===== src/inc/spi_ctrl_pkg.sv =====
// Constants and types for the SPI interrupt, DMA and FIFO control slice.
// Assumes a 32-bit APB register bus and a single system clock.
package spi_ctrl_pkg;

	// ==========================================================
	// Register byte offsets
	localparam logic [11:0] OFS_IMSC = 12'h014;
	localparam logic [11:0] OFS_RIS = 12'h018;
	localparam logic [11:0] OFS_MASKED_STATUS = 12'h01C;
	localparam logic [11:0] OFS_IRQ_CLEAR = 12'h020;
	localparam logic [11:0] OFS_DMA_CTRL = 12'h024;
	localparam logic [11:0] OFS_RX_FRAMES = 12'h028;
	localparam logic [11:0] OFS_DUMMY = 12'h02C;
	localparam logic [11:0] OFS_TX_FRAMES = 12'h030;
	localparam logic [11:0] OFS_TEST_CTRL = 12'h080;
	localparam logic [11:0] OFS_TEST_PORT = 12'h08C;

	// ==========================================================
	// Field positions
	localparam int IRQ_ROR = 0;
	localparam int IRQ_RT = 1;
	localparam int IRQ_RX = 2;
	localparam int IRQ_TX = 3;
	localparam int IRQ_TUR = 4;
	localparam int IRQ_TE = 5;
	localparam int IRQ_W = 6;
	localparam int CLR_ROR = 0;
	localparam int CLR_RT = 1;
	localparam int CLR_TUR = 2;
	localparam int DMA_RX_BIT = 0;
	localparam int DMA_TX_BIT = 2;
	localparam int SWAP_BIT = 1;
	localparam int CNT_W = 16;

	// ==========================================================
	// Reset values
	localparam logic [5:0] IMSC_RESET = 6'h00;
	localparam logic [15:0] RX_FRAMES_RESET = 16'h0000;
	localparam logic [15:0] TX_FRAMES_RESET = 16'h0000;
	localparam logic [31:0] DUMMY_RESET = 32'h0000_0000;

	// ==========================================================
	// FIFO geometry and timing counts
	localparam int FIFO_DEPTH = 8;
	localparam int FIFO_AW = 3;
	localparam logic [3:0] FIFO_FULL_CNT = 4'h8;
	localparam logic [3:0] FIFO_HALF_CNT = 4'h4;
	localparam logic [5:0] RX_TIMEOUT_SCK = 6'h20;

	// ==========================================================
	// Types
	typedef enum logic [0:0] {
		AP_IDLE = 1'b0,
		AP_DONE = 1'b1
	} apb_state_t;

	typedef enum logic [0:0] {
		RCV_IDLE = 1'b0,
		RCV_ACTIVE = 1'b1
	} rcv_state_t;

	typedef struct packed {
		logic empty;
		logic full;
		logic [3:0] count;
	} fifo_stat_t;

endpackage


===== src/rtl/spi_bit_sync.sv =====
// Two-stage synchroniser with rising edge detect.
// Assumes the input is asynchronous to clk.
`timescale 1ns/1ns
module spi_bit_sync (
	input wire logic clk, // System clock
	input wire logic rst, // Async reset, high
	input wire logic din, // Asynchronous level
	output logic level, // Synchronised level
	output logic rise // One-cycle pulse on rising edge
);
	typedef struct packed {
		logic meta;
		logic sync;
		logic prev;
	} sync_t;

	sync_t s;
	sync_t next_s;

	// ==========================================================
	// Next state: first stage feeds only the second
	always_comb begin
		next_s = s;
		next_s.meta = din;
		next_s.sync = s.meta;
		next_s.prev = s.sync;
	end

	// Register stage
	always_ff @(posedge clk or posedge rst) begin
		if (rst) begin
			s <= '0;
		end else begin
			s <= next_s;
		end
	end

	assign level = s.sync;
	assign rise = s.sync & ~s.prev;
endmodule


===== src/rtl/spi_fifo.sv =====
// Flip-flop FIFO of 32-bit words, fixed depth.
// Assumes push and pop come from logic on the same clock.
`timescale 1ns/1ns
module spi_fifo (
	input wire logic clk, // System clock
	input wire logic rst, // Async reset, high
	input wire logic push, // Write one word
	input wire logic [31:0] push_data, // Word to write
	input wire logic pop, // Remove head word
	output logic [31:0] head, // Head word
	output spi_ctrl_pkg::fifo_stat_t stat // Empty, full, count
);
	typedef struct packed {
		logic [spi_ctrl_pkg::FIFO_DEPTH-1:0][31:0] mem;
		logic [spi_ctrl_pkg::FIFO_AW-1:0] wr;
		logic [spi_ctrl_pkg::FIFO_AW-1:0] rd;
		logic [3:0] cnt;
	} fifo_t;

	fifo_t s;
	fifo_t next_s;
	logic do_push;
	logic do_pop;

	// Push is dropped when full, pop ignored when empty
	assign do_push = push & (s.cnt != spi_ctrl_pkg::FIFO_FULL_CNT);
	assign do_pop = pop & (s.cnt != 4'h0);

	// ==========================================================
	// Pointer and count update
	always_comb begin
		next_s = s;
		if (do_push) begin
			next_s.mem[s.wr] = push_data;
			next_s.wr = s.wr + 3'h1;
		end
		if (do_pop) begin
			next_s.rd = s.rd + 3'h1;
		end
		case ({do_push, do_pop})
			2'b10: next_s.cnt = s.cnt + 4'h1;
			2'b01: next_s.cnt = s.cnt - 4'h1;
			default: next_s.cnt = s.cnt;
		endcase
	end

	// Register stage
	always_ff @(posedge clk or posedge rst) begin
		if (rst) begin
			s <= '0;
		end else begin
			s <= next_s;
		end
	end

	assign head = s.mem[s.rd];
	assign stat.empty = (s.cnt == 4'h0);
	assign stat.full = (s.cnt == spi_ctrl_pkg::FIFO_FULL_CNT);
	assign stat.count = s.cnt;
endmodule


===== src/rtl/spi_irq_dma_fifo_ctrl.sv =====
// SPI controller slice: interrupt status and clear, DMA request enables,
// frame counts, dummy character and FIFO swap test port behind APB.
// Assumes the shift engine runs on CLK_SYS and asks for one transmit word
// per frame; the link clock pin is asynchronous and is synchronised here.
//
// Function
// Masked status bit n equals raw status bit n ANDed with mask bit n, bits 0 to 5.
// Masked status bits 31 to 6 read zero and all masked bits are zero after reset.
// Writing one to clear bit 0 clears the latched receive overrun condition.
// Writing one to clear bit 1 clears the latched receive timeout condition.
// Writing one to clear bit 2 clears the latched transmit underrun condition.
// DMA control bit 0 enables single receive DMA requests, reset value zero.
// DMA control bit 2 enables single transmit DMA requests, bit 1 is reserved.
// A 16-bit receive frame count resets to zero and sets how many frames to receive.
// A 16-bit count resets to zero and sets how many frames come from the transmit FIFO.
// With swap clear, test port writes push the transmit FIFO and reads pop the receive FIFO.
// With swap set, test port writes push the receive FIFO and reads pop the transmit FIFO; a write in the same cycle as ENG_RX_VALID is dropped.
// Each test port read in swap mode removes that entry from the transmit FIFO.
// Software writes reserved fields only with their reset values.
// Mask bits 0 to 5 reset to zero and enable their interrupt, overrun is a full receive FIFO write.
// Raw status is overrun, timeout, receive, transmit, underrun, empty at bits 0 to 5.
// An empty transmit FIFO during a counted receive sends the dummy character.
// Writing zero to a clear bit does nothing and the clear register reads zero.
`timescale 1ns/1ns
module spi_irq_dma_fifo_ctrl (
	input wire logic CLK_SYS, // System clock, 250 MHz
	input wire logic RST, // Async reset, high
	input wire logic PSEL, // APB select
	input wire logic PENABLE, // APB access phase
	input wire logic PWRITE, // APB write
	input wire logic [11:0] PADDR, // APB byte address
	input wire logic [31:0] PWDATA, // APB write data
	output logic [31:0] PRDATA, // APB read data
	output logic PREADY, // APB ready
	output logic PSLVERR, // APB error on unmapped address
	output logic IRQ, // Level interrupt
	output logic RX_DMA_SREQ, // Single receive DMA request
	output logic TX_DMA_SREQ, // Single transmit DMA request
	input wire logic LINK_SCK, // Serial link clock pin
	input wire logic ENG_TX_REQ, // Engine wants next transmit word
	output logic [31:0] ENG_TX_DATA, // Word for the engine
	output logic ENG_TX_VALID, // Pulse, ENG_TX_DATA is new
	input wire logic ENG_RX_VALID, // Engine delivers a received word
	input wire logic [31:0] ENG_RX_DATA, // Received word
	output logic RX_BUSY // Counted receive in progress
);
	// ==========================================================
	// State
	typedef struct packed {
		spi_ctrl_pkg::apb_state_t apb;
		logic [31:0] prdata;
		logic pslverr;
		logic [5:0] imsc;
		logic ror;
		logic rt;
		logic tur;
		logic dma_rx;
		logic dma_tx;
		logic [15:0] rx_frames;
		logic [31:0] dummy;
		logic [15:0] tx_frames;
		logic swap;
		spi_ctrl_pkg::rcv_state_t rcv;
		logic [15:0] frames_left;
		logic [15:0] tx_left;
		logic [5:0] tout_cnt;
		logic [31:0] eng_data;
		logic eng_valid;
	} ctl_t;

	ctl_t s;
	ctl_t next_s;

	logic [31:0] tx_head;
	logic [31:0] rx_head;
	spi_ctrl_pkg::fifo_stat_t tx_stat;
	spi_ctrl_pkg::fifo_stat_t rx_stat;
	logic tx_push;
	logic tx_pop;
	logic rx_push;
	logic rx_pop;
	logic [31:0] tx_push_data;
	logic [31:0] rx_push_data;
	logic sck_rise;
	logic [5:0] raw;
	logic [5:0] masked;
	logic access;
	logic wr_go;
	logic rd_go;
	logic port_wr;
	logic port_rd;
	logic eng_take;
	logic [31:0] rd_word;
	logic mapped;

	// Address match on a word-aligned register
	function automatic logic hit(input logic [11:0] addr, input logic [11:0] ofs);
		hit = (addr[11:2] == ofs[11:2]);
	endfunction

	// ==========================================================
	// Submodules
	spi_fifo u_tx_fifo (
		.clk(CLK_SYS),
		.rst(RST),
		.push(tx_push),
		.push_data(tx_push_data),
		.pop(tx_pop),
		.head(tx_head),
		.stat(tx_stat)
	);

	spi_fifo u_rx_fifo (
		.clk(CLK_SYS),
		.rst(RST),
		.push(rx_push),
		.push_data(rx_push_data),
		.pop(rx_pop),
		.head(rx_head),
		.stat(rx_stat)
	);

	spi_bit_sync u_sck_sync (
		.clk(CLK_SYS),
		.rst(RST),
		.din(LINK_SCK),
		.level(),
		.rise(sck_rise)
	);

	// ==========================================================
	// APB strobes: request acted on once, in the first access cycle
	assign access = PSEL & PENABLE & (s.apb == spi_ctrl_pkg::AP_IDLE);
	assign wr_go = access & PWRITE;
	assign rd_go = access & ~PWRITE;
	assign port_wr = wr_go & hit(PADDR, spi_ctrl_pkg::OFS_TEST_PORT);
	assign port_rd = rd_go & hit(PADDR, spi_ctrl_pkg::OFS_TEST_PORT);

	// Address map check
	assign mapped = hit(PADDR, spi_ctrl_pkg::OFS_IMSC) | hit(PADDR, spi_ctrl_pkg::OFS_RIS)
		| hit(PADDR, spi_ctrl_pkg::OFS_MASKED_STATUS) | hit(PADDR, spi_ctrl_pkg::OFS_IRQ_CLEAR)
		| hit(PADDR, spi_ctrl_pkg::OFS_DMA_CTRL) | hit(PADDR, spi_ctrl_pkg::OFS_RX_FRAMES)
		| hit(PADDR, spi_ctrl_pkg::OFS_DUMMY) | hit(PADDR, spi_ctrl_pkg::OFS_TX_FRAMES)
		| hit(PADDR, spi_ctrl_pkg::OFS_TEST_CTRL) | hit(PADDR, spi_ctrl_pkg::OFS_TEST_PORT);

	// ==========================================================
	// Raw and masked interrupt status
	always_comb begin
		// raw status order
		raw = 6'h00;
		raw[spi_ctrl_pkg::IRQ_ROR] = s.ror;
		raw[spi_ctrl_pkg::IRQ_RT] = s.rt;
		raw[spi_ctrl_pkg::IRQ_RX] = (rx_stat.count >= spi_ctrl_pkg::FIFO_HALF_CNT);
		raw[spi_ctrl_pkg::IRQ_TX] = (tx_stat.count <= spi_ctrl_pkg::FIFO_HALF_CNT);
		raw[spi_ctrl_pkg::IRQ_TUR] = s.tur;
		raw[spi_ctrl_pkg::IRQ_TE] = tx_stat.empty;
	end

	// mask gating per source
	assign masked = raw & s.imsc;
	// any enabled source drives the line
	assign IRQ = |masked;

	// ==========================================================
	// Transmit word selection for the engine
	// take from FIFO only while the count allows, zero means no limit
	assign eng_take = ENG_TX_REQ & ~tx_stat.empty & ((s.tx_frames == 16'h0000) | (s.tx_left != 16'h0000));

	// FIFO port steering
	always_comb begin
		// normal mode test port targets
		tx_push = port_wr & ~s.swap;
		tx_push_data = PWDATA;
		rx_pop = port_rd & ~s.swap;
		// swapped mode test port targets
		rx_push = ENG_RX_VALID | (port_wr & s.swap);
		rx_push_data = ENG_RX_VALID ? ENG_RX_DATA : PWDATA;
		// swap read drains the transmit FIFO
		tx_pop = eng_take | (port_rd & s.swap);
	end

	// ==========================================================
	// Read data multiplexer
	always_comb begin
		rd_word = 32'h0000_0000;
		if (hit(PADDR, spi_ctrl_pkg::OFS_IMSC)) begin
			rd_word[5:0] = s.imsc;
		end else if (hit(PADDR, spi_ctrl_pkg::OFS_RIS)) begin
			rd_word[5:0] = raw;
		end else if (hit(PADDR, spi_ctrl_pkg::OFS_MASKED_STATUS)) begin
			// upper bits stay zero
			rd_word[5:0] = masked;
		end else if (hit(PADDR, spi_ctrl_pkg::OFS_DMA_CTRL)) begin
			rd_word[spi_ctrl_pkg::DMA_RX_BIT] = s.dma_rx;
			rd_word[spi_ctrl_pkg::DMA_TX_BIT] = s.dma_tx;
		end else if (hit(PADDR, spi_ctrl_pkg::OFS_RX_FRAMES)) begin
			rd_word[15:0] = s.rx_frames;
		end else if (hit(PADDR, spi_ctrl_pkg::OFS_DUMMY)) begin
			rd_word = s.dummy;
		end else if (hit(PADDR, spi_ctrl_pkg::OFS_TX_FRAMES)) begin
			rd_word[15:0] = s.tx_frames;
		end else if (hit(PADDR, spi_ctrl_pkg::OFS_TEST_CTRL)) begin
			rd_word[spi_ctrl_pkg::SWAP_BIT] = s.swap;
		end else if (hit(PADDR, spi_ctrl_pkg::OFS_TEST_PORT)) begin
			rd_word = s.swap ? tx_head : rx_head;
		end
		// the clear register falls through and reads zero
	end

	// ==========================================================
	// Next state
	always_comb begin
		next_s = s;
		next_s.eng_valid = 1'b0;

		// APB phase tracking, answer one cycle after the first access cycle
		case (s.apb)
			spi_ctrl_pkg::AP_IDLE: begin
				if (access) begin
					next_s.apb = spi_ctrl_pkg::AP_DONE;
					next_s.prdata = PWRITE ? 32'h0000_0000 : rd_word;
					next_s.pslverr = ~mapped;
				end
			end
			spi_ctrl_pkg::AP_DONE: begin
				next_s.apb = spi_ctrl_pkg::AP_IDLE;
				next_s.pslverr = 1'b0;
			end
			default: next_s.apb = spi_ctrl_pkg::AP_IDLE;
		endcase

		// Register writes; R13: reserved bits are not stored
		if (wr_go) begin
			if (hit(PADDR, spi_ctrl_pkg::OFS_IMSC)) begin
				next_s.imsc = PWDATA[5:0];
			end
			if (hit(PADDR, spi_ctrl_pkg::OFS_DMA_CTRL)) begin
				// receive DMA enable
				next_s.dma_rx = PWDATA[spi_ctrl_pkg::DMA_RX_BIT];
				// transmit DMA enable
				next_s.dma_tx = PWDATA[spi_ctrl_pkg::DMA_TX_BIT];
			end
			if (hit(PADDR, spi_ctrl_pkg::OFS_RX_FRAMES)) begin
				// load receive frame count and start counting when it is not zero
				next_s.rx_frames = PWDATA[15:0];
				next_s.frames_left = PWDATA[15:0];
				next_s.rcv = (PWDATA[15:0] != 16'h0000) ? spi_ctrl_pkg::RCV_ACTIVE : spi_ctrl_pkg::RCV_IDLE;
			end
			if (hit(PADDR, spi_ctrl_pkg::OFS_DUMMY)) begin
				next_s.dummy = PWDATA;
			end
			if (hit(PADDR, spi_ctrl_pkg::OFS_TX_FRAMES)) begin
				next_s.tx_frames = PWDATA[15:0];
				next_s.tx_left = PWDATA[15:0];
			end
			if (hit(PADDR, spi_ctrl_pkg::OFS_TEST_CTRL)) begin
				next_s.swap = PWDATA[spi_ctrl_pkg::SWAP_BIT];
			end
			if (hit(PADDR, spi_ctrl_pkg::OFS_IRQ_CLEAR)) begin
				// only ones clear
				// clear overrun
				if (PWDATA[spi_ctrl_pkg::CLR_ROR]) begin
					next_s.ror = 1'b0;
				end
				// clear timeout
				if (PWDATA[spi_ctrl_pkg::CLR_RT]) begin
					next_s.rt = 1'b0;
					next_s.tout_cnt = 6'h00;
				end
				// clear underrun
				if (PWDATA[spi_ctrl_pkg::CLR_TUR]) begin
					next_s.tur = 1'b0;
				end
			end
		end

		// Counted receive sequencing
		case (s.rcv)
			spi_ctrl_pkg::RCV_IDLE: begin
				next_s.frames_left = next_s.frames_left;
			end
			spi_ctrl_pkg::RCV_ACTIVE: begin
				if (ENG_RX_VALID) begin
					next_s.frames_left = s.frames_left - 16'h0001;
					if (s.frames_left == 16'h0001) begin
						next_s.rcv = spi_ctrl_pkg::RCV_IDLE;
					end
				end
			end
			default: next_s.rcv = spi_ctrl_pkg::RCV_IDLE;
		endcase

		// Transmit word for the engine
		if (ENG_TX_REQ) begin
			next_s.eng_valid = 1'b1;
			if (eng_take) begin
				next_s.eng_data = tx_head;
				if (s.tx_left != 16'h0000) begin
					next_s.tx_left = s.tx_left - 16'h0001;
				end
			end else begin
				// dummy character keeps the clock going
				next_s.eng_data = s.dummy;
				if (s.rcv != spi_ctrl_pkg::RCV_ACTIVE) begin
					// Underrun: no FIFO word taken outside a counted receive, set wins
					next_s.tur = 1'b1;
				end
			end
		end

		// overrun when the engine writes a full receive FIFO, set wins
		if (ENG_RX_VALID & rx_stat.full) begin
			next_s.ror = 1'b1;
		end

		// Receive timeout counted in link clock edges while data waits unread
		if (rx_stat.empty | rx_pop) begin
			next_s.tout_cnt = 6'h00;
		end else if (sck_rise & (s.tout_cnt != spi_ctrl_pkg::RX_TIMEOUT_SCK)) begin
			next_s.tout_cnt = s.tout_cnt + 6'h01;
			if (s.tout_cnt == spi_ctrl_pkg::RX_TIMEOUT_SCK - 6'h01) begin
				next_s.rt = 1'b1;
			end
		end
	end

	// ==========================================================
	// Register stage
	always_ff @(posedge CLK_SYS or posedge RST) begin
		if (RST) begin
			// latched status and all controls start at zero
			s <= '0;
		end else begin
			s <= next_s;
		end
	end

	// ==========================================================
	// Outputs
	assign PRDATA = s.prdata;
	assign PREADY = PSEL & PENABLE & (s.apb == spi_ctrl_pkg::AP_DONE);
	assign PSLVERR = PREADY & s.pslverr;
	// receive request while words wait
	assign RX_DMA_SREQ = s.dma_rx & ~rx_stat.empty;
	// transmit request while room remains
	assign TX_DMA_SREQ = s.dma_tx & ~tx_stat.full;
	assign ENG_TX_DATA = s.eng_data;
	assign ENG_TX_VALID = s.eng_valid;
	assign RX_BUSY = (s.rcv == spi_ctrl_pkg::RCV_ACTIVE);
endmodule


===== config.mk =====
export PLATFORM = sky130hd
export DESIGN_NAME = spi_irq_dma_fifo_ctrl
export DESIGN_NICKNAME = d
export VERILOG_FILES = /design/src/inc/spi_ctrl_pkg.sv /design/src/rtl/spi_bit_sync.sv /design/src/rtl/spi_fifo.sv /design/src/rtl/spi_irq_dma_fifo_ctrl.sv
export SDC_FILE = /design/constraint.sdc
export NUM_CORES = 2
export LEC_CHECK = 0
export BUFFER_PORTS_ARGS = -buffer_cell sky130_fd_sc_hd__buf_2
export CORE_MARGIN = 3
export CORE_UTILIZATION = 60
export DETAILED_ROUTE_END_ITERATION = 12
export GPL_TIMING_DRIVEN = 1
export PLACE_DENSITY = 0.85
export SLEW_MARGIN = 25
export SYNTH_ARGS = -nofsm -noshare
export SYNTH_HDL_FRONTEND = slang
export SYNTH_SLANG_ARGS = --single-unit
export TNS_END_PERCENT = 30

===== constraint.sdc =====
create_clock -name CLK_SYS -period 27.2 [get_ports CLK_SYS]
set_input_delay 1.36 -clock CLK_SYS [delete_from_list [all_inputs] [get_ports CLK_SYS]]
set_output_delay 1.36 -clock CLK_SYS [all_outputs]
set_load 0.01 [all_outputs]

==> flow_metrics.py <==
metrics = {
    "detailed_routing": {
        "via_count": 23072,
        "wl_um": 91300,
        "vias_per_cell": 6.73,
        "route.detailed.drc": 0,
        "wl_per_cell_um": 26.7,
        "drtAntennaViolNets": 0,
        "drt_iter0_drc": 2489,
        "firstDrtPassIters": 7,
    },
    "power": {
        "swShare": 0.281,
        "ir_worst_vdd_v": 0.0000665,
        "power.density_nw_per_um2": 81.3,
        "power_switching_uw": 867,
        "power_frac_comb": 0.213,
        "p_leak_uw": 0.0171,
        "pwr-share-seq": 0.459,
        "p_clk_frac": 0.328,
        "p_int_uw": 2220,
    },
    "synth": {
        "ys_seq_elements": 717,
        "ys_top_cells_by_count": "dfrtp_1 (717), mux2_2 (621), nand2_1 (151), mux4_2 (127), clkbuf_1 (125)",
        "synth_area_leaders": "dfrtp_1 (52%), mux2_2 (20%), mux4_2 (8.2%)",
        "yosys.area.top_type": "dfrtp_1",
        "yosysTopAreaCellShare": 0.515,
        "synth-edff-count": 0,
        "synth.net_count": 2706,
        "yosysMostFrequentCell": "dfrtp_1",
        "ys_types": 77,
        "seq_area_frac_synth": 0.515,
        "synth_cells": 2606,
        "yosys_warnings": 0,
        "avgSynthCellArea_sq_um": 13.4,
        "synth_ff_type": "dfrtp_1",
        "syn_area_sq_um": 34800,
        "async_flop_share": 1.00,
    },
    "sta": {
        "finalCritPeriodShare": 0.166,
        "setup_violations": 0,
        "max_freq_mhz": 222,
        "relSlewSlack": 0.285,
        "fin_tns_setup_ps": 0,
        "worst_pin_slew_ps": 1070,
        "rsz0062_at_grt": "false",
        "fin_crit_ps": 4510,
        "drv_slew": 0,
        "hold_violations": 0,
        "final.setup_skew_ps": 33.0,
    },
    "critical_path": {
        "crit_arrival_ps": 5010,
        "path_cells": "buf_2, or4_1, nor3_4, and3_1, inv_4, nor4b_4, buf_4, mux2_2",
        "start_kind": "input port",
        "cpMaxStageDelayCell": "or4_1",
        "critPathTopFamily": "simple AND/OR/NAND/NOR gates",
        "endpoint_kind": "flip-flop",
        "crit_buf_inv": 3,
        "worstSetupPathType": "in -> reg",
        "critPathMaxStageDelay_ps": 710,
        "r2r-start": "s[181]$_DFF_PP0_",
        "cp_max_fo": 26,
        "required_ps": 27700,
        "worstSetupStartpoint": "PADDR[4]",
    },
    "global_route": {
        "grt_pass1_wl_um": 141000,
        "grt_max_degree": 177,
        "overflow": 0,
        "antenna_found_initial": 11,
        "track_usage": 0.303,
        "first_global_vias": 24001,
    },
    "floorplanning": {
        "die_area_sq_um": 60900,
        "rows": 87,
        "initial_core_util": 0.611,
        "io_pins": 155,
        "core_sq_um": 56900,
        "dieWidth_um": 247,
        "die_y_um": 247,
    },
    "cts": {
        "path_clk_slew_ps": 60,
        "numCtsBuffers": 73,
        "insertion_delay_ps": 640,
        "cts.sinks": 717,
        "hold_buffers": 0,
        "clockBufferDepth": 3,
        "cts_tree": "built",
        "post_cts_resized": 0,
        "postCtsSetupBuffers": 0,
        "cts-root-buf": "clkbuf_16",
        "htreeDepth": 3,
    },
    "cells_and_area": {
        "fill_cells": 3764,
        "multiInputGateArea_sq_um": 15300,
        "nNetsFinal": 2712,
        "final_cells": 3426,
        "drive_above_1_share": 0.412,
        "area_growth_pct": 9.31,
        "seqCellArea_sq_um": 18000,
    },
    "placed_design": {
        "gp_congestion": 0.922,
        "dp_cells": 3292,
        "io_buffers": 152,
        "place_hpwl_um": 56600,
    },
    "run": {
        "max_cap_violations": 0,
    },
    "outcome": {
        "status": "finished clean",
    },
    "hold_path": {
        "hp-class": "reg -> reg",
        "hold_start": "u_sck_sync.next_s[1]$_DFF_PP0_",
    },
}
==> worst register-to-register path, delay by kind of cell (launching register included) <==
family | cells | cell delay, ps
flip-flops | 1 | 450
multiplexers | 1 | 430
buffers and inverters | 3 | 1020
AND/OR/NAND/NOR | 4 | 1820
==> registers in the layout, summed over array words and instances, names as in the netlist, 3 cells and up <==
signal / flops
u_rx_fifo.stat: 4
u_tx_fifo.s: 262
ENG_TX_DATA: 32
u_tx_fifo.stat: 4
PRDATA: 32
s: 113
raw: 3
u_rx_fifo.s: 262
==> layout by cell type, fill, tap and decap left out, drive strengths merged, types with 10 or more instances in the layout <==
cell type / instances
dfrtp: 717
mux2: 641
buf: 200
nand2: 151
mux4: 127
clkbuf: 107
inv: 67
nor2: 61
a21oi: 52
nand3: 48
mux2i: 47
o21ai: 45
nor3: 42
o221ai: 41
nor4: 31
a22oi: 21
o2bb2ai: 16
ha: 16
and3: 13
a211oi: 12
clkinv: 12
nor4b: 12
xor2: 11
nand2b: 11
nand3b: 10
==> per-layer routing <==
metal	part of all wire	track usage
met5	0.00051	0
met2	0.48	0.487
met4	0.042	0.124
met3	0.099	0.0785
met1	0.38	0.396
==> area by class of cell <==
type | instances | area share
Antenna cell | 6 | 0.000395
Clock inverter | 20 | 0.00723
Multi-Input combinational cell | 1554 | 0.402
Inverter | 66 | 0.00691
Sequential cell | 717 | 0.472
Timing Repair Buffer | 200 | 0.0307
Tap cell | 756 | 0.0249
Clock buffer | 107 | 0.0557
==> per-stage QoR <==
step	hold slack [ps]	setup WS [ps]	utilization	instance area (sq um)	power, uW
3_3_place_gp	344	22290	0.625	35600	2030
2_1_floorplan	331	5730	-	34800	1920
5_1_grt	390	22600	0.668	38000	3210
3_5_place_dp	374	22180	0.625	35600	2080
6_report	385	22690	0.668	38000	3090
4_1_cts	380	22780	0.667	38000	3100
==> final timing paths <==
| check | to | slack (ps) | cells past startpoint |
|---|---|---|---|
| hold reg to reg | u_sck_sync.level$_DFF_PP0_ | 380 | 0 |
| setup / recovery | u_tx_fifo.s[77]$_DFFE_PP0P_ | 22690 | 8 |
| hold / removal | u_sck_sync.level$_DFF_PP0_ | 380 | 0 |
| max in group asynchronous | u_tx_fifo.s[4]$_DFFE_PP0P_ | 24160 | 4 |
| min in group asynchronous | u_tx_fifo.s[99]$_DFFE_PP0P_ | 780 | 2 |
| setup reg to reg | u_tx_fifo.s[77]$_DFFE_PP0P_ | 23360 | 8 |
==> power by group through the flow <==
| stage | Sequential [uW] | Combinational [uW] | Clock (uW) |
|---|---|---|---|
| final | 1420 | 659 | 1020 |
| after floorplan | 1380 | 535 | 0 |
| after global placement | 1400 | 625 | 0 |
| after global routing | 1440 | 705 | 1070 |
| after CTS | 1410 | 661 | 1030 |
| after detailed placement | 1430 | 654 | 0 |
==> cell families (layout without fill, tap and decap cells) <==
group / after synthesis / in the layout / share of synthesized area
muxes: 815 / 815 / 0.303
and+or+nand+nor: 433 / 433 / 0.0670
adders and majority gates: 16 / 16 / 0.00575
xor gates and xnor gates: 19 / 19 / 0.00478
AOI/OAI and AO/OA: 271 / 271 / 0.0564
other: 0 / 6 / 0
buffers and inverters: 335 / 393 / 0.0475
DFF: 717 / 717 / 0.515
No activity file was read; power rests on OpenSTA's default activity.
